--- src/common/sstx_params.svh ---
// Purpose: offsets, field positions and reset values for the secondary port tx slot block
// Assumes: 8-bit configuration registers on a byte-addressed register port
// Notes:   included by bare name
`ifndef SSTX_PARAMS_SVH
`define SSTX_PARAMS_SVH

// ----------------------------------------------------------------
// register offsets
// ----------------------------------------------------------------
`define SSTX_CH7_CONFIG_OFS   8'h24
`define SSTX_CH8_CONFIG_OFS   8'h25

// ----------------------------------------------------------------
// reset values
// ----------------------------------------------------------------
`define SSTX_CH7_CONFIG_RST   8'h06
`define SSTX_CH8_CONFIG_RST   8'h07

// ----------------------------------------------------------------
// field positions
// ----------------------------------------------------------------
`define SSTX_SLOT_LSB         0
`define SSTX_SLOT_MSB         4
`define SSTX_CH7_SRC_LSB      5
`define SSTX_CH7_SRC_MSB      6
`define SSTX_CH8_SRC_BIT      5
`define SSTX_CH7_RW_MASK      8'h7F
`define SSTX_CH8_RW_MASK      8'h3F

// ----------------------------------------------------------------
// slot numbering
// ----------------------------------------------------------------
`define SSTX_HALF_SLOTS       16

`endif

--- src/common/sstx_pkg.sv ---
// Purpose: types shared by the secondary port tx slot block
// Assumes: nothing
// Notes:   constants live in sstx_params.svh
package sstx_pkg;

    typedef enum logic [1:0] {
        SSTX_FMT_TDM = 2'h0,
        SSTX_FMT_I2S = 2'h1,
        SSTX_FMT_LJ  = 2'h2
    } sstx_fmt_e;

    typedef enum logic [1:0] {
        SSTX_CH7_OFF     = 2'h0,
        SSTX_CH7_BATTEMP = 2'h1,
        SSTX_CH7_ECHO    = 2'h2,
        SSTX_CH7_RSVD    = 2'h3
    } sstx_ch7_src_e;

    typedef logic [4:0] sstx_slot_t;

endpackage

--- src/design/sstx_slot_pick.sv ---
// Purpose: one transmit channel: slot match and bit pick for the current frame position
// Assumes: frame position comes from the same clock domain
// Notes:   purely combinational
`timescale 1ns/1ps
module sstx_slot_pick #(
    parameter int WL = 32
) (
    input  wire logic                  enable,    // channel has a source
    input  wire sstx_pkg::sstx_slot_t  slot_idx,  // assigned slot
    input  wire sstx_pkg::sstx_slot_t  cur_slot,  // slot now on the line
    input  wire logic                  cur_valid, // position lies inside a slot
    input  wire logic [$clog2(WL)-1:0] bit_pos,   // bit within the slot, 0 = msb
    input  wire logic [WL-1:0]         word,      // data word for the channel
    output logic                       drive,     // channel owns this bit
    output logic                       bit_out    // bit to send
);
    import sstx_pkg::*;

    always_comb begin
        drive   = enable && cur_valid && (cur_slot == slot_idx);
        bit_out = word[($clog2(WL))'(WL - 1) - bit_pos];
    end

endmodule

--- src/design/sstx_slot_tx.sv ---
// Purpose: secondary serial port transmit channels 7 and 8, slot placement and source select
// Assumes: bit clock and frame sync come from the far end, slower than a quarter of clock
// Notes:   data changes after the falling bit-clock edge, msb first, no one-bit i2s delay
`timescale 1ns/1ps
`include "sstx_params.svh"

module sstx_slot_tx #(
    parameter int WL = 32
) (
    input  wire logic                   clock,                       // system clock, 25 MHz
    input  wire logic                   sys_rst,                     // sync reset, high
    input  wire logic                   reg_wr,                      // register write strobe
    input  wire logic                   reg_rd,                      // register read strobe
    input  wire logic [7:0]             reg_addr,                    // register address
    input  wire logic [7:0]             reg_wdata,                   // write data
    output logic [7:0]                  reg_rdata,                   // read data
    input  wire sstx_pkg::sstx_fmt_e    frame_format,                // tdm, i2s or lj
    input  wire logic                   bclk,                        // bit clock pin
    input  wire logic                   fsync,                       // frame sync pin
    input  wire logic [WL/2-1:0]        battery_half_word,           // battery sample
    input  wire logic [WL/2-1:0]        thermal_sense_half_word,     // temperature sample
    input  wire logic [WL/2-1:0]        echo_reference_first_half,   // echo ref, ch 1
    input  wire logic [WL/2-1:0]        echo_reference_second_half,  // echo ref, ch 2
    input  wire logic [WL-1:0]          interchip_limiter_alignment, // limiter word
    output logic                        sdout,                       // serial data out
    output logic                        sdout_oe                     // data pin drive enable
);
    import sstx_pkg::*;

    localparam int LW = $clog2(WL);
    localparam int PW = LW + 6;

    if (WL < 8 || (1 << LW) != WL) begin : g_wl_check
        $error("WL must be a power of two of at least 8");
    end

    // ----------------------------------------------------------------
    // configuration registers
    // ----------------------------------------------------------------
    logic [6:0] ch7_cfg;
    logic [5:0] ch8_cfg;
    logic [7:0] next_reg_rdata;
    logic [6:0] next_ch7_cfg;
    logic [5:0] next_ch8_cfg;

    always_comb begin
        next_ch7_cfg   = ch7_cfg;
        next_ch8_cfg   = ch8_cfg;
        next_reg_rdata = reg_rdata;
        if (reg_wr && reg_addr == `SSTX_CH7_CONFIG_OFS) begin
            next_ch7_cfg = reg_wdata[6:0];
        end
        if (reg_wr && reg_addr == `SSTX_CH8_CONFIG_OFS) begin
            next_ch8_cfg = reg_wdata[5:0];
        end
        if (reg_rd) begin
            case (reg_addr)
                `SSTX_CH7_CONFIG_OFS: next_reg_rdata = {1'b0, ch7_cfg} & `SSTX_CH7_RW_MASK;
                `SSTX_CH8_CONFIG_OFS: next_reg_rdata = {2'b00, ch8_cfg} & `SSTX_CH8_RW_MASK;
                default:              next_reg_rdata = 8'h00;
            endcase
        end
    end

    always_ff @(posedge clock) begin
        if (sys_rst) begin
            ch7_cfg   <= 7'(`SSTX_CH7_CONFIG_RST & `SSTX_CH7_RW_MASK);
            ch8_cfg   <= 6'(`SSTX_CH8_CONFIG_RST);
            reg_rdata <= 8'h00;
        end else begin
            ch7_cfg   <= next_ch7_cfg;
            ch8_cfg   <= next_ch8_cfg;
            reg_rdata <= next_reg_rdata;
        end
    end

    // ----------------------------------------------------------------
    // pin synchronisers and edge detection
    // ----------------------------------------------------------------
    logic [1:0] bclk_sync;
    logic [1:0] fs_sync;
    logic       bclk_prev;
    logic       fs_prev;
    logic       restart;
    logic       half;
    logic [PW-1:0] pos;
    logic       next_bclk_prev;
    logic       next_fs_prev;
    logic       next_restart;
    logic       next_half;
    logic [PW-1:0] next_pos;
    logic       next_sdout;
    logic       next_sdout_oe;
    logic       bclk_rise;
    logic       bclk_fall;
    logic [PW-1:0] p;
    logic [PW-LW-1:0] slot_raw;
    sstx_slot_t cur_slot;
    logic       cur_valid;
    logic [LW-1:0] bit_pos;

    // ----------------------------------------------------------------
    // channel words and slot pickers
    // ----------------------------------------------------------------
    sstx_ch7_src_e ch7_src;
    logic [WL-1:0] ch7_word;
    logic          ch7_en;
    logic          ch8_en;
    logic          ch7_drive;
    logic          ch7_bit;
    logic          ch8_drive;
    logic          ch8_bit;

    always_comb begin
        ch7_src = sstx_ch7_src_e'(ch7_cfg[`SSTX_CH7_SRC_MSB:`SSTX_CH7_SRC_LSB]);
        case (ch7_src)
            SSTX_CH7_BATTEMP: ch7_word = {battery_half_word, thermal_sense_half_word};
            SSTX_CH7_ECHO:    ch7_word = {echo_reference_first_half, echo_reference_second_half};
            default:          ch7_word = '0;
        endcase
        ch7_en = (ch7_src == SSTX_CH7_BATTEMP) || (ch7_src == SSTX_CH7_ECHO);
        ch8_en = ch8_cfg[`SSTX_CH8_SRC_BIT];
    end

    sstx_slot_pick #(.WL(WL)) u_ch7 (
        .enable    (ch7_en),
        .slot_idx  (ch7_cfg[`SSTX_SLOT_MSB:`SSTX_SLOT_LSB]),
        .cur_slot  (cur_slot),
        .cur_valid (cur_valid),
        .bit_pos   (bit_pos),
        .word      (ch7_word),
        .drive     (ch7_drive),
        .bit_out   (ch7_bit)
    );

    sstx_slot_pick #(.WL(WL)) u_ch8 (
        .enable    (ch8_en),
        .slot_idx  (ch8_cfg[`SSTX_SLOT_MSB:`SSTX_SLOT_LSB]),
        .cur_slot  (cur_slot),
        .cur_valid (cur_valid),
        .bit_pos   (bit_pos),
        .word      (interchip_limiter_alignment),
        .drive     (ch8_drive),
        .bit_out   (ch8_bit)
    );

    // ----------------------------------------------------------------
    // frame position and serial output
    // ----------------------------------------------------------------
    always_comb begin
        bclk_rise      = bclk_sync[1] && !bclk_prev;
        bclk_fall      = !bclk_sync[1] && bclk_prev;
        next_bclk_prev = bclk_sync[1];
        next_fs_prev   = fs_prev;
        next_restart   = restart;
        next_half      = half;
        next_pos       = pos;
        next_sdout     = sdout;
        next_sdout_oe  = sdout_oe;
        p              = restart ? '0 : PW'(pos + 1'b1);
        slot_raw       = p[PW-1:LW];
        bit_pos        = p[LW-1:0];
        if (frame_format == SSTX_FMT_TDM) begin
            cur_slot  = slot_raw[4:0];
            cur_valid = (slot_raw < (PW-LW)'(32));
        end else begin
            cur_slot  = {half, slot_raw[3:0]};
            cur_valid = (slot_raw < (PW-LW)'(`SSTX_HALF_SLOTS));
        end
        if (bclk_rise) begin
            next_fs_prev = fs_sync[1];
            if (fs_sync[1] && !fs_prev) begin
                next_restart = 1'b1;
                next_half    = 1'b0;
            end else if (!fs_sync[1] && fs_prev && frame_format != SSTX_FMT_TDM) begin
                next_restart = 1'b1;
                next_half    = 1'b1;
            end
        end
        if (bclk_fall) begin
            next_pos     = (p == '1) ? pos : p;
            next_restart = 1'b0;
            next_sdout_oe = ch7_drive || ch8_drive;
            next_sdout    = ch7_drive ? ch7_bit : (ch8_drive ? ch8_bit : 1'b0);
        end
    end

    always_ff @(posedge clock) begin
        if (sys_rst) begin
            bclk_sync <= 2'h0;
            fs_sync   <= 2'h0;
            bclk_prev <= 1'b0;
            fs_prev   <= 1'b0;
            restart   <= 1'b0;
            half      <= 1'b0;
            // parked at its saturation value, one below all ones: no slot is valid before the first frame sync
            pos       <= {{(PW-1){1'b1}}, 1'b0};
            sdout     <= 1'b0;
            sdout_oe  <= 1'b0;
        end else begin
            bclk_sync <= {bclk_sync[0], bclk};
            fs_sync   <= {fs_sync[0], fsync};
            bclk_prev <= next_bclk_prev;
            fs_prev   <= next_fs_prev;
            restart   <= next_restart;
            half      <= next_half;
            pos       <= next_pos;
            sdout     <= next_sdout;
            sdout_oe  <= next_sdout_oe;
        end
    end

endmodule

--- config.mk ---
export PLATFORM = sky130hd
export DESIGN_NAME = sstx_slot_tx
export DESIGN_NICKNAME = d
export VERILOG_FILES = /design/src/common/sstx_pkg.sv /design/src/design/sstx_slot_pick.sv /design/src/design/sstx_slot_tx.sv
export VERILOG_INCLUDE_DIRS = /design/src /design/src/common
export SDC_FILE = /design/constraint.sdc
export NUM_CORES = 1
export LEC_CHECK = 0
export ABC_AREA = 0
export ABC_CLOCK_PERIOD_IN_PS = 2400
export BUFFER_PORTS_ARGS = -buffer_cell sky130_fd_sc_hd__buf_2
export CAP_MARGIN = 40
export CORE_MARGIN = 3
export CORE_UTILIZATION = 44
export DETAILED_ROUTE_END_ITERATION = 6
export PLACE_DENSITY_LB_ADDON = 0.3
export SYNTH_ARGS = -nofsm -noshare
export SYNTH_HDL_FRONTEND = slang
export SYNTH_SLANG_ARGS = --single-unit
--- constraint.sdc ---
create_clock -name clock -period 2.4 [get_ports clock]
set_input_delay 0 -clock clock [delete_from_list [all_inputs] [get_ports clock]]
set_output_delay 0 -clock clock [all_outputs]
set_load 0.01 [all_outputs]
==> key figures <==
Power
  • Power Dens Cells: 369 mW/mm^2
  • Maximum vdd drop: 0.276 mV
  • Clock network power share: 31.3%
  • Sw Ratio: 29.9%
  • P_sw: 0.000467 W
  • Combinational power share: 24.4%
  • Pint: 0.00109 W
  • P_leak: 1.97 nW
  • Total power: 0.00156 W
  • Sequential Power Share: 44.3%

Worst setup path
  • Setup crit start kind: register
  • CP max stage delay: 370 ps
  • Critical path's top delay family: simple AND/OR/NAND/NOR gates
  • Crit Path Category: reg -> reg
  • Worst EP required: 2640 ps
  • Worst-path fanout max: 7
  • WP data arrival: 2570 ps
  • Critical Path End Type: register
  • Crit-path cells: ha_4, buf_4, nand3_1, mux2_2, and4_1, nand3_1, o41ai_4, buf_6, buf_4, or3_1, a21oi_2
  • Buf/Inv on CP: 3
  • Crit path max-delay cell type: dfxtp_4

Drt
  • Vias after detailed routing: 3532
  • DR WL/cell: 15.6 um
  • DRT antenna net count: 0
  • Total routed wirelength: 9.41 mm
  • Via-to-Cell Ratio: 5.86
  • DRC Markers: 0
  • Drt first-iter violations: 172
  • Drt pass-1 iters: 4

Outcome
  • Outcome: complete, no violations

Yosys
  • Post-Synth Simple-Gate Area: 27.0%
  • Multiplexer share of the synthesized area: 13.5%
  • EDFF count, synth: 0
  • Post-Syn Area: 0.00298 sq mm
  • Register bit total from synthesis: 41
  • Top post-synthesis cells by area: dfxtp_1, mux2i_1, a221oi_1
  • Synthesized Nets: 489
  • Yosys cell types: 60
  • Synth Area in Adders: 1.26%
  • Post-synth ARST share: 0%
  • Yosys warning total: 0
  • Synth cell count leaders: dfxtp_1, nor2_1, nand2_1, mux2i_1, a221oi_1
  • Post-synth top flop: dfxtp_1
  • Largest area contributor in the netlist: dfxtp_1
  • Post-synthesis xor/xnor area fraction: 1.18%
  • Syn avg cell area: 8.13 sq um
  • Compound-Gate Fraction of Synth Area: 24.6%
  • Mapped Cells: 366
  • Count leader, synth: dfxtp_1
  • Main combinational cell family by area after synthesis: simple AND/OR/NAND/NOR gates
  • Sequential area share after synthesis: 27.6%
  • Synth top area share: 27.6%

Placed design
  • Port Buffer Count: 127
  • Worst slack, placed: 0.423 ps
  • Routability congestion estimate: 0.858
  • Post-DP HPWL: 7.31 mm

Global routing
  • Initial antenna violation count: 0
  • Pin count of the biggest net entering global routing: 26
  • Final global-route overflow total: 0
  • First-pass GRT wire length: 15.1 mm
  • Vias in the first global route: 3386
  • Tot GR Track Use: 24.3%

Timing
  • Slew headroom: 63.8%
  • Worst Setup Slack, final: 73.3 ps
  • Unrepaired setup endpoints after global routing: yes
  • Clock skew: 6.36 ps
  • Worst-Margin Slew: 542 ps
  • Final setup violation count: 0
  • Max frequency: 0.430 GHz
  • Pins over their slew limit: 0
  • Period utilisation layout: 96.9%
  • Final number of hold-violating endpoints: 0
  • Min cycle time layout: 2330 ps

Cells and area
  • Post-layout nets: 648
  • Share of layout cells above drive strength 1: 40.3%
  • Number of antenna diodes: 0
  • Number of fill cells in the layout: 553
  • Area grow syn2layout: 42.2%

Clocking
  • Clock slew at reported path FFs: 90 ps
  • Clk buf depth: 2
  • CTS Buf Count: 5
  • H-tree depth: 2
  • Clock root cell: clkbuf_8
  • CTS tree: built
  • Skew-Pair Late Insertion Delay: 310 ps
  • Sink Count: 41

Floorplanning
  • IO Count: 130
  • Core area: 0.00646 sq mm
  • Starting Density: 46.1%
  • Die Span Y: 88.3 um
  • Die W: 88.3 um
  • Row Count: 29
  • Die area: 0.00779 sq mm

Hold path
  • Worst min-delay path category: in -> reg

Flow run
  • Max Cap Viol: 0
-- logic make-up after synthesis --
group	after synthesis
xor gates and xnor gates	4
DFF	41
buffers and inverters	33
AOI/OAI and AO/OA	96
and+or+nand+nor	152
adders and majority gates	3
muxes	36
other	1
-- cell usage in the layout (no fill, tap or decap), types with 3 or more instances in the layout --
cell and instances:
mux4_2 3, or4_1 3, dlygate4sd3_1 9, nand2_1 33, a21o_1 5, mux2_2 3, nand3b_1 3, dfxtp_2 3
o21ai_0 6, xnor2_1 3, buf_4 37, a22oi_1 9, nor4_1 11, mux2i_1 30, nor2_1 36, inv_1 9
o211ai_1 8, a31oi_1 3, clkbuf_8 5, nor3_1 7, dfxtp_4 7, buf_2 127, a221oi_1 27, nand4_1 7
nand2b_1 4, and3_1 3, nor2b_1 9, nand3_1 11, dfxtp_1 31, a21oi_1 18
-- through the flow --
stage / setup TNS [ps] / instances / instance area, sq um / hold WS, ps / utilization [%]
2_1_floorplan: 0 / 366 / 3000 / 71.6 / -
6_report: 0 / 603 / 4230 / 115 / 65.5
5_1_grt: -111 / 603 / 4230 / 139 / 65.5
3_5_place_dp: 0 / 579 / 3900 / 216 / 60.3
3_3_place_gp: 0 / 579 / 3900 / 214 / 60.3
4_1_cts: 0 / 596 / 4090 / 99.3 / 63.4
-- worst paths after layout --
kind | from | endpoint | slack [ps] | depth (start not counted)
max | pos[0]$_SDFFE_PP0P_ | pos[0]$_SDFFE_PP0P_ | 70 | 11
min reg2reg | fs_sync[0]$_SDFF_PP0_ | fs_sync[1]$_SDFF_PP0_ | 440 | 1
max reg2reg | pos[0]$_SDFFE_PP0P_ | pos[0]$_SDFFE_PP0P_ | 70 | 11
min | sys_rst | ch7_cfg[6]$_SDFFE_PP0P_ | 120 | 2
-- sequential cells by signal, summed over array words and instances, names as in the netlist --
register and cells:
restart 1, sdout 1, ch8_cfg 6, fs_prev 1
bclk_prev 1, fs_sync 2, sdout_oe 1, ch7_cfg 7
reg_rdata 7, bclk_sync 2, pos 11, half 1
-- power groups by stage --
stage | sequential [W] | clock, W | combinational (W)
final | 0.000691 | 0.000489 | 0.000382
after global routing | 0.000693 | 0.000514 | 0.000420
after CTS | 0.000697 | 0.000499 | 0.000365
after detailed placement | 0.000713 | 0 | 0.000351
after global placement | 0.000713 | 0 | 0.000345
after floorplan | 0.000712 | 0 | 0.000185
-- per-layer routing --
metal,wire [um],GRT usage (%),up-vias,part of all wire (%)
li1,-,-,1730,-
met1,4080,31.3,1671,43
met2,4650,40.8,110,49
met3,499,4.93,21,5.3
met4,180,7.69,0,1.9
met5,0,0,-,0
-- timing repair --
| item | 4_1_cts | 5_1_grt |
|---|---|---|
| buffers inserted | 0 | 7 |
| pin swaps | 1 | 8 |
| setup endpoints to repair | 1 | 8 |
| hold buffers | 9 | 0 |
| endpoints found under the hold margin | 15 | 0 |
| resized for setup | 3 | 25 |
-- final cells by class --
type / count / area, sq um / area share [%]
timing repair buffer: 176 / 1050 / 24.9
tap: 77 / 96.3 / 2.28
clock inverter: 3 / 25.0 / 0.591
inverter: 9 / 33.8 / 0.798
clock buffer: 5 / 68.8 / 1.63
multi-input combinational: 292 / 2100 / 49.7
sequential: 41 / 851 / 20.1
(Power assumes the default switching activity.)
